`src/common/pmc_pkg.sv`:
```
// package for the power mode controller: modes, control bit groups, timing counts
// assumes a single 200 MHz system clock
package pmc_pkg;

	localparam int unsigned CLK_PERIOD_NS = 5;

	// settle wait in system clock cycles for each settle_wait_sel code
	localparam int unsigned SETTLE_W      = 18;
	localparam logic [17:0] SETTLE_0      = 18'h02000;
	localparam logic [17:0] SETTLE_1      = 18'h04000;
	localparam logic [17:0] SETTLE_2      = 18'h08000;
	localparam logic [17:0] SETTLE_3      = 18'h10000;
	localparam logic [17:0] SETTLE_4      = 18'h3ffff;
	localparam logic [17:0] SETTLE_5      = 18'h00002;
	localparam logic [17:0] SETTLE_6      = 18'h00008;
	localparam logic [17:0] SETTLE_7      = 18'h00010;

	// interrupt synchroniser depth, i.e. at most 2 system clock periods of delay
	localparam int unsigned IRQ_SYNC_DEPTH = 2;

	// watch clock divider: sub clock runs at watch/2, /4, /8
	localparam int unsigned WDIV_W        = 3;
	localparam logic [1:0]  SUB_DIV2      = 2'h0;
	localparam logic [1:0]  SUB_DIV4      = 2'h1;
	localparam logic [1:0]  SUB_DIV8_A    = 2'h2;
	localparam logic [1:0]  SUB_DIV8_B    = 2'h3;

	// medium speed peripheral clock divider select width
	localparam int unsigned MDIV_W        = 2;

	typedef enum logic [3:0]
	{
		PMC_ACTIVE_HI,
		PMC_ACTIVE_MED,
		PMC_SLEEP_HI,
		PMC_SLEEP_MED,
		PMC_STANDBY,
		PMC_WATCH,
		PMC_SUBACTIVE,
		PMC_SUBSLEEP,
		PMC_SETTLE
	} pmc_mode_e;

	typedef struct packed
	{
		logic       standby_select;
		logic       low_speed_select;
		logic       medium_speed_select;
		logic       direct_transition_enable;
		logic       timekeeping_select;
		logic [2:0] settle_wait_sel;
		logic [1:0] medium_divider;
		logic [1:0] sub_speed;
	} pmc_cfg_s;

	typedef struct packed
	{
		logic       osc_run;
		logic       sub_clk_en;
		logic       cpu_run;
		logic       periph_clk_en;
		logic       timekeep_en;
		logic       adc_pwm_en;
		logic       io_hiz;
		logic       io_hold;
	} pmc_gate_s;

endpackage

```
`src/core/pmc_mode_ctrl.sv`:
```
// power mode controller: halt sequencing, wake on interrupt, clock gating
// assumes halt request from the cpu core on CLK_SYS; interrupt lines may be asynchronous
`timescale 1ns/1ps
`default_nettype none
module pmc_mode_ctrl
(
	input  wire logic                         CLK_SYS,
	input  wire logic                         RESET_N,
	input  wire logic                         CE,
	input  wire logic                         RESET_PIN_N,
	input  wire logic                         HALT_REQ,
	input  wire pmc_pkg::pmc_cfg_s            CFG,
	input  wire logic                         CPU_INT_MASK,
	input  wire logic [7:0]                   IRQ_LINES,
	input  wire logic [7:0]                   IRQ_ENABLE,
	input  wire logic                         DIRECT_INT_ENABLE,
	output var  pmc_pkg::pmc_mode_e           MODE,
	output var  pmc_pkg::pmc_gate_s           GATES,
	output var  logic                         EXC_START,
	output var  logic                         DIRECT_EXC,
	output var  logic                         CPU_RESET,
	output var  logic [1:0]                   MEDIUM_DIV,
	output var  logic [1:0]                   SUB_SPEED
);
	pmc_pkg::pmc_mode_e mode_r;
	pmc_pkg::pmc_mode_e mode_nxt;
	logic [7:0] irq_s1_r;
	logic [7:0] irq_s2_r;
	logic       rpin_s1_r;
	logic       rpin_s2_r;
	logic       wake;
	logic       settle_start;
	logic       settle_done;
	logic       settle_direct_r;
	logic       exc_nxt;
	logic       dexc_nxt;

	// two-flop synchronisers for asynchronous pins
	always_ff @(posedge CLK_SYS)
	begin
		if (!RESET_N)
		begin
			irq_s1_r  <= '0;
			irq_s2_r  <= '0;
			rpin_s1_r <= 1'b1;
			rpin_s2_r <= 1'b1;
		end
		else if (CE)
		begin
			irq_s1_r  <= IRQ_LINES;
			irq_s2_r  <= irq_s1_r;
			rpin_s1_r <= RESET_PIN_N;
			rpin_s2_r <= rpin_s1_r;
		end
	end

	assign wake = !CPU_INT_MASK && |(irq_s2_r & IRQ_ENABLE);

	function automatic logic is_active(input pmc_pkg::pmc_mode_e m);
		is_active = (m == pmc_pkg::PMC_ACTIVE_HI) || (m == pmc_pkg::PMC_ACTIVE_MED);
	endfunction

	function automatic pmc_pkg::pmc_mode_e active_of(input logic med);
		active_of = med ? pmc_pkg::PMC_ACTIVE_MED : pmc_pkg::PMC_ACTIVE_HI;
	endfunction

	// next mode; settle_start pulses when the oscillator is restarted
	always_comb
	begin
		mode_nxt     = mode_r;
		settle_start = 1'b0;
		exc_nxt      = 1'b0;
		dexc_nxt     = 1'b0;
		unique case (mode_r)
			pmc_pkg::PMC_ACTIVE_HI,
			pmc_pkg::PMC_ACTIVE_MED:
			begin
				if (HALT_REQ)
				begin
					if (CFG.standby_select && !CFG.low_speed_select && !CFG.timekeeping_select)
						mode_nxt = pmc_pkg::PMC_STANDBY;
					else if (CFG.standby_select && CFG.timekeeping_select)
					begin
						if (CFG.low_speed_select && CFG.direct_transition_enable
							&& DIRECT_INT_ENABLE && !CPU_INT_MASK)
						begin
							mode_nxt = pmc_pkg::PMC_SUBACTIVE;
							dexc_nxt = 1'b1;
						end
						else
							mode_nxt = pmc_pkg::PMC_WATCH;
					end
					else if (!CFG.standby_select && !CFG.low_speed_select
						&& CFG.direct_transition_enable && DIRECT_INT_ENABLE && !CPU_INT_MASK)
					begin
						mode_nxt = active_of(CFG.medium_speed_select);
						dexc_nxt = 1'b1;
					end
					else
						mode_nxt = (mode_r == pmc_pkg::PMC_ACTIVE_MED) ?
							pmc_pkg::PMC_SLEEP_MED : pmc_pkg::PMC_SLEEP_HI;
				end
			end
			pmc_pkg::PMC_SLEEP_HI:
			begin
				if (wake)
				begin
					mode_nxt = pmc_pkg::PMC_ACTIVE_HI;
					exc_nxt  = 1'b1;
				end
			end
			pmc_pkg::PMC_SLEEP_MED:
			begin
				if (wake)
				begin
					mode_nxt = pmc_pkg::PMC_ACTIVE_MED;
					exc_nxt  = 1'b1;
				end
			end
			pmc_pkg::PMC_STANDBY:
			begin
				if (wake)
				begin
					mode_nxt     = pmc_pkg::PMC_SETTLE;
					settle_start = 1'b1;
				end
			end
			pmc_pkg::PMC_WATCH:
			begin
				if (wake)
				begin
					if (CFG.low_speed_select)
					begin
						mode_nxt = pmc_pkg::PMC_SUBACTIVE;
						exc_nxt  = 1'b1;
					end
					else
					begin
						mode_nxt     = pmc_pkg::PMC_SETTLE;
						settle_start = 1'b1;
					end
				end
			end
			pmc_pkg::PMC_SUBACTIVE:
			begin
				if (HALT_REQ)
				begin
					if (CFG.standby_select && !CFG.low_speed_select && CFG.direct_transition_enable
						&& CFG.timekeeping_select && DIRECT_INT_ENABLE && !CPU_INT_MASK)
					begin
						mode_nxt     = pmc_pkg::PMC_SETTLE;
						settle_start = 1'b1;
					end
					else if (CFG.standby_select && CFG.timekeeping_select)
						mode_nxt = pmc_pkg::PMC_WATCH;
					else
						mode_nxt = pmc_pkg::PMC_SUBSLEEP;
				end
			end
			pmc_pkg::PMC_SUBSLEEP:
			begin
				if (wake)
				begin
					mode_nxt = pmc_pkg::PMC_SUBACTIVE;
					exc_nxt  = 1'b1;
				end
			end
			pmc_pkg::PMC_SETTLE:
			begin
				if (settle_done)
				begin
					mode_nxt = active_of(CFG.medium_speed_select);
					exc_nxt  = !settle_direct_r;
					dexc_nxt = settle_direct_r;
				end
			end
			default:
				mode_nxt = pmc_pkg::PMC_ACTIVE_HI;
		endcase
	end

	pmc_settle_timer u_settle
	(
		.clk   (CLK_SYS),
		.rst_n (RESET_N),
		.ce    (CE),
		.start (settle_start),
		.sel   (CFG.settle_wait_sel),
		.done  (settle_done)
	);

	// mode register; reset pin overrides any mode
	always_ff @(posedge CLK_SYS)
	begin
		if (!RESET_N)
			mode_r <= pmc_pkg::PMC_ACTIVE_HI;
		else if (CE)
		begin
			if (!rpin_s2_r)
				mode_r <= pmc_pkg::PMC_ACTIVE_HI;
			else
				mode_r <= mode_nxt;
		end
	end

	// remembers whether a settle wait came from a direct transition
	always_ff @(posedge CLK_SYS)
	begin
		if (!RESET_N)
		begin
			settle_direct_r <= 1'b0;
		end
		else if (CE && settle_start)
		begin
			settle_direct_r <= (mode_r == pmc_pkg::PMC_SUBACTIVE);
		end
	end

	// outputs
	always_ff @(posedge CLK_SYS)
	begin
		if (!RESET_N)
		begin
			MODE       <= pmc_pkg::PMC_ACTIVE_HI;
			EXC_START  <= 1'b0;
			DIRECT_EXC <= 1'b0;
			CPU_RESET  <= 1'b1;
		end
		else if (CE)
		begin
			MODE       <= rpin_s2_r ? mode_nxt : pmc_pkg::PMC_ACTIVE_HI;
			EXC_START  <= rpin_s2_r && exc_nxt;
			DIRECT_EXC <= rpin_s2_r && dexc_nxt;
			CPU_RESET  <= !rpin_s2_r;
		end
	end

	// clock gating per mode
	always_ff @(posedge CLK_SYS)
	begin
		if (!RESET_N)
			GATES <= '{osc_run: 1'b1, sub_clk_en: 1'b0, cpu_run: 1'b1, periph_clk_en: 1'b1,
				timekeep_en: 1'b1, adc_pwm_en: 1'b1, io_hiz: 1'b0, io_hold: 1'b0};
		else if (CE)
		begin
			unique case (rpin_s2_r ? mode_nxt : pmc_pkg::PMC_ACTIVE_HI)
				pmc_pkg::PMC_ACTIVE_HI,
				pmc_pkg::PMC_ACTIVE_MED:
					GATES <= '{osc_run: 1'b1, sub_clk_en: 1'b0, cpu_run: 1'b1, periph_clk_en: 1'b1,
						timekeep_en: 1'b1, adc_pwm_en: 1'b1, io_hiz: 1'b0, io_hold: 1'b0};
				pmc_pkg::PMC_SLEEP_HI,
				pmc_pkg::PMC_SLEEP_MED:
					GATES <= '{osc_run: 1'b1, sub_clk_en: 1'b0, cpu_run: 1'b0, periph_clk_en: 1'b1,
						timekeep_en: 1'b1, adc_pwm_en: 1'b1, io_hiz: 1'b0, io_hold: 1'b0};
				pmc_pkg::PMC_STANDBY:
					GATES <= '{osc_run: 1'b0, sub_clk_en: 1'b0, cpu_run: 1'b0, periph_clk_en: 1'b0,
						timekeep_en: 1'b0, adc_pwm_en: 1'b0, io_hiz: 1'b1, io_hold: 1'b0};
				pmc_pkg::PMC_SETTLE:
					GATES <= '{osc_run: 1'b1, sub_clk_en: 1'b0, cpu_run: 1'b0, periph_clk_en: 1'b0,
						timekeep_en: 1'b1, adc_pwm_en: 1'b0, io_hiz: 1'b0, io_hold: 1'b1};
				pmc_pkg::PMC_WATCH:
					GATES <= '{osc_run: 1'b0, sub_clk_en: 1'b0, cpu_run: 1'b0, periph_clk_en: 1'b0,
						timekeep_en: 1'b1, adc_pwm_en: 1'b0, io_hiz: 1'b0, io_hold: 1'b1};
				pmc_pkg::PMC_SUBACTIVE:
					GATES <= '{osc_run: 1'b0, sub_clk_en: 1'b1, cpu_run: 1'b1, periph_clk_en: 1'b1,
						timekeep_en: 1'b1, adc_pwm_en: 1'b0, io_hiz: 1'b0, io_hold: 1'b0};
				pmc_pkg::PMC_SUBSLEEP:
					GATES <= '{osc_run: 1'b0, sub_clk_en: 1'b1, cpu_run: 1'b0, periph_clk_en: 1'b1,
						timekeep_en: 1'b1, adc_pwm_en: 1'b0, io_hiz: 1'b0, io_hold: 1'b1};
				default:
					GATES <= '0;
			endcase
		end
	end

	// divider selects: medium divider follows field, sub speed latched at halt
	always_ff @(posedge CLK_SYS)
	begin
		if (!RESET_N)
		begin
			MEDIUM_DIV <= '0;
			SUB_SPEED  <= pmc_pkg::SUB_DIV8_A;
		end
		else if (CE)
		begin
			MEDIUM_DIV <= CFG.medium_divider;
			if (HALT_REQ && rpin_s2_r)
				SUB_SPEED <= CFG.sub_speed;
		end
	end

	chk_wake_masked: assert property (@(posedge CLK_SYS) disable iff (!RESET_N)
		(CE && rpin_s2_r && CPU_INT_MASK && mode_r inside {pmc_pkg::PMC_SLEEP_HI, pmc_pkg::PMC_SLEEP_MED,
		pmc_pkg::PMC_STANDBY, pmc_pkg::PMC_WATCH, pmc_pkg::PMC_SUBSLEEP}) |=> mode_r == $past(mode_r))
		else $error("masked interrupt woke light halt");
	chk_sleep_return: assert property (@(posedge CLK_SYS) disable iff (!RESET_N)
		(CE && rpin_s2_r && wake && mode_r == pmc_pkg::PMC_SLEEP_MED)
		|=> mode_r == pmc_pkg::PMC_ACTIVE_MED && EXC_START)
		else $error("light halt did not return to medium speed");
	chk_reset_pin: assert property (@(posedge CLK_SYS) disable iff (!RESET_N)
		(CE && !rpin_s2_r) |=> CPU_RESET && mode_r == pmc_pkg::PMC_ACTIVE_HI)
		else $error("reset pin did not reset cpu");
	chk_standby_hiz: assert property (@(posedge CLK_SYS) disable iff (!RESET_N)
		(MODE == pmc_pkg::PMC_STANDBY) |-> GATES.io_hiz && !GATES.osc_run && !GATES.cpu_run)
		else $error("standby gating wrong");
	chk_standby_entry: assert property (@(posedge CLK_SYS) disable iff (!RESET_N)
		(CE && rpin_s2_r && is_active(mode_r) && HALT_REQ && CFG.standby_select
		&& !CFG.low_speed_select && !CFG.timekeeping_select) |=> mode_r == pmc_pkg::PMC_STANDBY)
		else $error("standby not entered");
	chk_settle_start: assert property (@(posedge CLK_SYS) disable iff (!RESET_N)
		(CE && rpin_s2_r && wake && mode_r == pmc_pkg::PMC_STANDBY)
		|=> mode_r == pmc_pkg::PMC_SETTLE && GATES.osc_run) else $error("standby wake did not restart oscillator");
	chk_settle_exit: assert property (@(posedge CLK_SYS) disable iff (!RESET_N)
		(CE && rpin_s2_r && mode_r == pmc_pkg::PMC_SETTLE && settle_done)
		|=> is_active(mode_r) && (mode_r == pmc_pkg::PMC_ACTIVE_MED) == $past(CFG.medium_speed_select))
		else $error("settle exit speed wrong");
	chk_subsleep_back: assert property (@(posedge CLK_SYS) disable iff (!RESET_N)
		(CE && rpin_s2_r && wake && mode_r == pmc_pkg::PMC_SUBSLEEP) |=> mode_r == pmc_pkg::PMC_SUBACTIVE)
		else $error("subsleep did not return to subactive");
	chk_sub_speed_hold: assert property (@(posedge CLK_SYS) disable iff (!RESET_N)
		(CE && !HALT_REQ) |=> $stable(SUB_SPEED))
		else $error("sub speed changed without halt");
	cov_standby_wake: cover property (@(posedge CLK_SYS) disable iff (!RESET_N)
		mode_r == pmc_pkg::PMC_SETTLE && settle_done);
	cov_direct_sub: cover property (@(posedge CLK_SYS) disable iff (!RESET_N)
		is_active(mode_r) ##1 mode_r == pmc_pkg::PMC_SUBACTIVE);
	cov_sleep_wake: cover property (@(posedge CLK_SYS) disable iff (!RESET_N)
		mode_r == pmc_pkg::PMC_SLEEP_HI ##1 EXC_START);
endmodule // pmc_mode_ctrl
`default_nettype wire

```
`src/core/pmc_settle_timer.sv`:
```
// settle wait counter for oscillator restart
// assumes start is a one-cycle pulse on the system clock
`timescale 1ns/1ps
`default_nettype none
module pmc_settle_timer
(
	input  wire logic                         clk,
	input  wire logic                         rst_n,
	input  wire logic                         ce,
	input  wire logic                         start,
	input  wire logic [2:0]                   sel,
	output var  logic                         done
);
	logic [pmc_pkg::SETTLE_W-1:0] cnt_r;
	logic                         busy_r;

	function automatic logic [pmc_pkg::SETTLE_W-1:0] settle_len(input logic [2:0] s);
		unique case (s)
			3'h0: settle_len = pmc_pkg::SETTLE_0;
			3'h1: settle_len = pmc_pkg::SETTLE_1;
			3'h2: settle_len = pmc_pkg::SETTLE_2;
			3'h3: settle_len = pmc_pkg::SETTLE_3;
			3'h4: settle_len = pmc_pkg::SETTLE_4;
			3'h5: settle_len = pmc_pkg::SETTLE_5;
			3'h6: settle_len = pmc_pkg::SETTLE_6;
			3'h7: settle_len = pmc_pkg::SETTLE_7;
		endcase
	endfunction

	always_ff @(posedge clk)
	begin
		if (!rst_n)
		begin
			cnt_r  <= '0;
			busy_r <= 1'b0;
			done   <= 1'b0;
		end
		else if (ce)
		begin
			done <= 1'b0;
			if (start)
			begin
				cnt_r  <= settle_len(sel) - 1'b1;
				busy_r <= 1'b1;
			end
			else if (busy_r)
			begin
				if (cnt_r == '0)
				begin
					busy_r <= 1'b0;
					done   <= 1'b1;
				end
				else
					cnt_r <= cnt_r - 1'b1;
			end
		end
	end
endmodule // pmc_settle_timer
`default_nettype wire

```
`config.mk`:
```
export PLATFORM = sky130hd
export DESIGN_NAME = pmc_mode_ctrl
export DESIGN_NICKNAME = d
export VERILOG_FILES = /design/src/common/pmc_pkg.sv /design/src/core/pmc_mode_ctrl.sv /design/src/core/pmc_settle_timer.sv
export SDC_FILE = /design/constraint.sdc
export NUM_CORES = 1
export LEC_CHECK = 0
export CAP_MARGIN = 30
export CORE_MARGIN = 2
export CORE_UTILIZATION = 50
export DETAILED_ROUTE_END_ITERATION = 8
export DONT_BUFFER_PORTS = 1
export PLACE_DENSITY = 0.72
export SYNTH_ARGS = -nofsm -noshare
export SYNTH_HDL_FRONTEND = slang
export SYNTH_HIERARCHICAL = 1
export SYNTH_SLANG_ARGS = --single-unit
```
`constraint.sdc`:
```
create_clock -name CLK_SYS -period 4.1 [get_ports CLK_SYS]
set_clock_uncertainty 0.15 [all_clocks]
set_input_delay 0.41 -clock CLK_SYS [delete_from_list [all_inputs] [get_ports CLK_SYS]]
set_output_delay 0.41 -clock CLK_SYS [all_outputs]
set_load 0.01 [all_outputs]
```
==> results.toml, run 1 <==
[logic_synthesis]
synth_cell_types = 75
syn_avg_cell_area_sq_um = 8.16
synth_compound_area_frac = 0.258
synth_area_leaders = "dfxtp_1, mux2i_1, nor2_1"
netlist_area_sq_um = 3490
synth_fa_ha_area_frac = 0.0179
synth_top_family_by_area = "compound AO/OA/AOI/OAI gates"
synth_top_area_cell = "dfxtp_1"
synth-simple-area-share = 0.236
synth_edf_count = 0
synthMuxAreaShare = 0.0869
yosysTopAreaCellShare = 0.333
synth_warnings = 6
syn-num-nets = 467
synth-seq-area-share = 0.333
netlist_instances = 427
synth_xor_xnor_area_share = 0.00754
synthArstFlopShare = 0
ys_seq_elements = 58
synth-main-ff-cell = "dfxtp_1"

[routing]
post_drt_wl_per_cell_um = 17.4
viasPerCell = 6.40
drt_iter0_markers = 272
num_vias = 3250
antenna_left = 0
dr.pass1.iters = 5
wirelength_mm = 8.84
drc = 0

[power_and_ir_drop]
total_power_mw = 1.31
p_per_area_nw_per_um2 = 347
pwr-share-clk = 0.411
ir_worst_vdd_v = 0.000304
power_frac_seq = 0.463
intPower_mw = 0.942
pwr-share-comb = 0.126
p_leak_nw = 1.48
switching_share = 0.281
power_switching_mw = 0.369

[timing]
setup_viol_count_final = 0
holdWs_ns = 0.0248
timing.setup.tns_ns = 0
hold_viol_final = 0
finalCritPeriodShare = 0.920
fmax_mhz = 265
max-slew-margin-rel = 0.508
report.final.slew_viol_count = 0
setup_ws_ns = 0.326
layout_min_cycle_time_ns = 3.77
tightest_slew_ns = 0.733
rsz0062_at_grt = "no"

[critical_path]
start_kind = "flip-flop"
crit_fanout = 8
arrival_ns = 3.89
cp-end-kind = "flip-flop"
crit_type = "reg2reg"
cp.required_ns = 4.22

[cells_and_area]
layout_common_cells = "dfxtp_1, nor2_1, nand2_1"
area_delta_synth_final_pct = 8.44
final_common_cell = "dfxtp_1"
fillCellCount = 626
postLayoutCoreUtil = 0.559
drive_above_1_share = 0.105
diodes = 0
layout.nets = 463

[global_routing]
grt_pass1_wl_mm = 13.9
grt_use_total = 0.232
grt_pass1_vias = 2901
antenna_found_initial = 0
overflow = 0
grt_max_degree = 49

[placed_design]
placement.io_buffers = 0
place.gp.congestion = 0.954
hpwl_mm = 6.12
dp_slack_ns = 0.239

[cts]
cts_tree = "yes"
clock-sinks = 58
numCtsBuffers = 9
h-tree-depth = 3
cts_root_buffer = "clkbuf_8"
clk_pin_slew_worst_paths_ns = 0.08
cts_max_path_buffers = 2
clk-insertion-delay-late_ns = 0.34

[die]
initial_core_util = 0.516
die_y_um = 87.5
io_pins = 54
die_w_um = 87.5
dieArea_sq_um = 7660
core_sq_um = 6760
rows = 30

[hold_path]
hold_class = "in2reg"

[flow_run]
drv_cap = 0

[status]
status = "completed"
critical path: stages, from the launching register on:
cell and delay [ns]:
dfxtp_1 0.32, a22oi_1 0.33, a41oi_2 0.28, o211a_1 0.21, a31oi_1 0.28, nor2_2 0.10, inv_1 0.22, nor3_1 0.11
nor2_1 0.17, ha_1 0.26, o211ai_1 0.30, o32ai_1 0.44, o21ai_0 0.18, a41o_1 0.23, a21oi_1 0.12
final cells by class:
| cell class | instances | area [sq um] | area share |
|---|---|---|---|
| timing repair buffer | 12 | 108 | 0.0285 |
| multi-input combinational | 322 | 2130 | 0.564 |
| clock inverter | 7 | 78.8 | 0.0209 |
| inverter | 20 | 75.1 | 0.0199 |
| clock buffer | 9 | 124 | 0.0328 |
| sequential | 58 | 1160 | 0.307 |
| tap | 80 | 100 | 0.0265 |
synth_stat cells, drive strengths merged, types with 3 or more instances:
| cell type | count |
|---|---|
| or4 | 6 |
| o22ai | 3 |
| nor4b | 3 |
| nand2b | 3 |
| a221oi | 3 |
| o221ai | 3 |
| a22oi | 6 |
| and2 | 4 |
| nor2b | 9 |
| nand3 | 13 |
| o21ai | 31 |
| inv | 18 |
| o31ai | 3 |
| nand4 | 6 |
| o211ai | 4 |
| mux2i | 28 |
| o2bb2ai | 3 |
| nand2 | 36 |
| ha | 5 |
| nor3 | 10 |
| dfxtp | 58 |
| nor2 | 49 |
| o21a | 5 |
| nand3b | 3 |
| a211oi | 10 |
| a21oi | 25 |
| a21boi | 3 |
| clkbuf | 18 |
| buf | 9 |
| nor4 | 5 |
| a31oi | 3 |
cells by family (layout without fill, tap and decap cells):
logic type | Yosys count | count (layout)
multiplexers | 30 | 30
XOR/XNOR | 3 | 3
flip-flops | 58 | 58
buffers and inverters | 47 | 48
AND/OR/NAND/NOR | 158 | 158
adder cells (fa/ha/maj) | 5 | 5
AO/OA/AOI/OAI | 126 | 126
flip-flops by register name, summed over array words and instances (netlist names):
register / cells
DIRECT_EXC: 1
GATES: 8
rpin_s1_r: 1
MODE: 4
EXC_START: 1
settle_direct_r: 1
rpin_s2_r: 1
MEDIUM_DIV: 2
u_settle/cnt_r: 18
irq_s2_r: 8
u_settle/done: 1
SUB_SPEED: 2
irq_s1_r: 8
CPU_RESET: 1
u_settle/busy_r: 1
power by group through the flow:
stage	clock network (mW)	registers, mW	logic, mW
after floorplan	0	0.613	0.144
after global placement	0	0.619	0.156
after detailed placement	0	0.620	0.157
after CTS	0.550	0.607	0.161
after global routing	0.575	0.610	0.181
final	0.539	0.607	0.165
per-layer routing:
| layer | up-vias | track usage | share of wire |
|---|---|---|---|
| met5 | - | 0 | 0 |
| met1 | 1556 | 0.321 | 0.47 |
| met2 | 110 | 0.348 | 0.46 |
| met3 | 13 | 0.0493 | 0.059 |
| li1 | 1571 | - | - |
| met4 | 0 | 0.0965 | 0.017 |
worst paths after layout:
kind | from | end | slack, ns | cells after the start
setup / recovery | irq_s2_r[4]$_SDFFE_PN0P_ | u_settle/cnt_r[6]$_SDFFE_PN0P_ | 0.33 | 14
hold / removal | CE | u_settle/cnt_r[7]$_SDFFE_PN0P_ | 0.02 | 1
setup reg to reg | irq_s2_r[4]$_SDFFE_PN0P_ | u_settle/cnt_r[6]$_SDFFE_PN0P_ | 0.33 | 14
hold reg to reg | rpin_s1_r$_SDFFE_PN1P_ | rpin_s2_r$_SDFFE_PN1P_ | 0.34 | 2
metrics by stage:
stage / instance area, sq um / std cells
finish: 3780 / 508
global route: 3780 / 508
floorplan: 3490 / 427
global placement: 3540 / 490
CTS: 3760 / 508
detailed placement: 3540 / 490
timing repair:
| action | in CTS | in global routing |
|---|---|---|
| resized for setup | 0 | 2 |
| buffers inserted | 0 | 0 |
| endpoints found under the setup margin | 0 | 3 |
| hold endpoints to repair | 6 | 0 |
| hold buffers | 2 | 0 |
Note: power is estimated with default switching activity, not from simulation.
==> inputs of run 2 (changes only) <==
--- a/config.mk
+++ b/config.mk
@@ -7,10 +7,11 @@
 export LEC_CHECK = 0
 export CAP_MARGIN = 30
 export CORE_MARGIN = 2
-export CORE_UTILIZATION = 50
+export CORE_UTILIZATION = 64
 export DETAILED_ROUTE_END_ITERATION = 8
 export DONT_BUFFER_PORTS = 1
-export PLACE_DENSITY = 0.72
+export GPL_ROUTABILITY_DRIVEN = 0
+export PLACE_DENSITY = 0.87
 export SYNTH_ARGS = -nofsm -noshare
 export SYNTH_HDL_FRONTEND = slang
 export SYNTH_HIERARCHICAL = 1
==> run 2 against run 1 <==
  * Sequential power up 0.7%
  * Global-route usage up 6.2 points
  * Flip-flop and latch count unchanged
==> results.toml, run 2 (same netlist as run 1, synthesis figures left out) <==
[critical_path]
arrival_ns = 3.81
worst_r2r_endpoint = "u_settle/cnt_r[14]$_SDFFE_PN0P_"
cp-end-kind = "flip-flop"
start_kind = "flip-flop"
crit_type = "reg2reg"
r2r-start = "MODE[0]$_SDFFE_PN0P_"
cp.required_ns = 4.22
crit_fanout = 13
r2r_cells = 13
r2r_setup_slack_ns = 0.41

[routing]
drc = 0
antenna_left = 0
wirelength_mm = 8.87
dr.pass1.iters = 5
viasPerCell = 6.80
num_vias = 3360
drt_iter0_markers = 427
post_drt_wl_per_cell_um = 18.0

[timing]
setup_viol_count_final = 0
holdWs_ns = 0.0119
rsz0062_at_grt = "no"
finalCritPeriodShare = 0.900
tightest_slew_ns = 0.724
timing.setup.tns_ns = 0
report.final.slew_viol_count = 0
layout_min_cycle_time_ns = 3.69
hold_viol_final = 0
max-slew-margin-rel = 0.514
fmax_mhz = 271

[power_and_ir_drop]
switching_share = 0.275
total_power_mw = 1.38
ir_worst_vdd_v = 0.000523
p_per_area_nw_per_um2 = 370
power_switching_mw = 0.380
p_leak_nw = 1.47
intPower_mw = 1.00
pwr-share-comb = 0.115
power_frac_seq = 0.442
pwr-share-clk = 0.442

[placed_design]
hpwl_mm = 5.93
placed_area_sq_um = 3480
placement.io_buffers = 0

[die]
io_pins = 54
rows = 26
core_sq_um = 5170
die_w_um = 77.8
dieArea_sq_um = 6050
initial_core_util = 0.674
die_y_um = 77.8

[hold_path]
hold_start = "RESET_N"
min_path_cells = 1
hold_end = "GATES[7]$_SDFFE_PN1P_"
hold_class = "in2reg"

[cts]
cts_setup_buffers = 0
cts_max_path_buffers = 2
clk_pin_slew_worst_paths_ns = 0.08
cts_resized = 0
ctsHoldBuffers = 2
h-tree-depth = 3
cts_tree = "yes"
cts_root_buffer = "clkbuf_8"
numCtsBuffers = 9
clock-sinks = 58
clk-insertion-delay-late_ns = 0.36

[cells_and_area]
layout.nets = 459
fillCellCount = 387
drive_above_1_share = 0.0943
diodes = 0
largest-register = "u_settle/cnt_r"
postLayoutCoreUtil = 0.721
area_delta_synth_final_pct = 7.04
largest_reg_flops = 18
final_common_cell = "dfxtp_1"
final_cell_area_sq_um = 3730
layout_common_cells = "dfxtp_1, nor2_1, nand2_1"

[global_routing]
overflow = 0
grt_use_total = 0.294
antenna_found_initial = 0
grt_pass1_wl_mm = 14.2
grt_pass1_vias = 3046
grt_max_degree = 48

[flow_run]
drv_cap = 0

[status]
status = "completed"
==> run 2: changes by cell type in the layout (fill, tap and decap cells not counted) <==
cell / before / now
clkinvlp_4: 3 / 1
bufinv_16: 1 / 2
a2111oi_4: 1 / 0
buf_4: 9 / 6
nor3_1: 9 / 10
clkinv_4: 2 / 3
buf_12: 1 / 0
nor3_2: 1 / 0
a2111oi_2: 0 / 1
==> run 2: worst max path at each step <==
stage	slack (ns)	endpoint	startpoint	cells after the start
after detailed placement	0.47	u_settle/cnt_r[14]$_SDFFE_PN0P_	IRQ_ENABLE[4]	14
final	0.41	u_settle/cnt_r[14]$_SDFFE_PN0P_	MODE[0]$_SDFFE_PN0P_	13
after floorplan	0.33	u_settle/cnt_r[14]$_SDFFE_PN0P_	CFG[11]	15
after global placement	0.58	u_settle/cnt_r[14]$_SDFFE_PN0P_	IRQ_ENABLE[4]	14
after global routing	0.14	u_settle/cnt_r[14]$_SDFFE_PN0P_	MODE[0]$_SDFFE_PN0P_	13
after CTS	0.52	u_settle/cnt_r[14]$_SDFFE_PN0P_	MODE[0]$_SDFFE_PN0P_	13
==> run 2: per-stage QoR <==
| stage | worst slack [ns] | cells |
|---|---|---|
| after floorplan | 0.330 | 427 |
| after global placement | 0.580 | 476 |
| after detailed placement | 0.472 | 476 |
| after CTS | 0.519 | 494 |
| after global routing | 0.142 | 494 |
| final | 0.411 | 494 |
==> run 2: power by group through the flow <==
stage / Combinational, mW / Sequential, mW / Clock, mW
finish: 0.159 / 0.611 / 0.611
global route: 0.173 / 0.614 / 0.627
CTS: 0.156 / 0.611 / 0.612
detailed placement: 0.152 / 0.624 / 0
global placement: 0.146 / 0.623 / 0
floorplan: 0.144 / 0.613 / 0
==> run 2: area by class of cell <==
cell class / count / area [sq um] / share of cell area
multi-input combinational: 322 / 2120 / 0.567
clock inverter: 7 / 103 / 0.0275
sequential: 58 / 1160 / 0.311
tap: 70 / 87.6 / 0.0235
timing repair buffer: 8 / 65.1 / 0.0174
clock buffer: 9 / 124 / 0.0332
inverter: 20 / 75.1 / 0.0201
==> run 2: metal layers <==
layer | part of all wire | global-route usage | routed length, um
met1 | 0.42 | 0.378 | 3740
met2 | 0.46 | 0.455 | 4090
met3 | 0.089 | 0.0721 | 788
met4 | 0.028 | 0.150 | 248
met5 | 0 | 0 | 0
==> run 2: critical path, cell delays in order (launching register included) <==
cell and delay [ns]:
dfxtp_1 0.65, inv_1 0.23, o211a_1 0.26, a31oi_1 0.26, nor2_2 0.11, inv_1 0.09, nor3_1 0.09, nor2_1 0.16
ha_1 0.25, o211ai_1 0.30, a2111oi_2 0.57, nand2_1 0.13, xnor2_1 0.14, a211oi_1 0.21
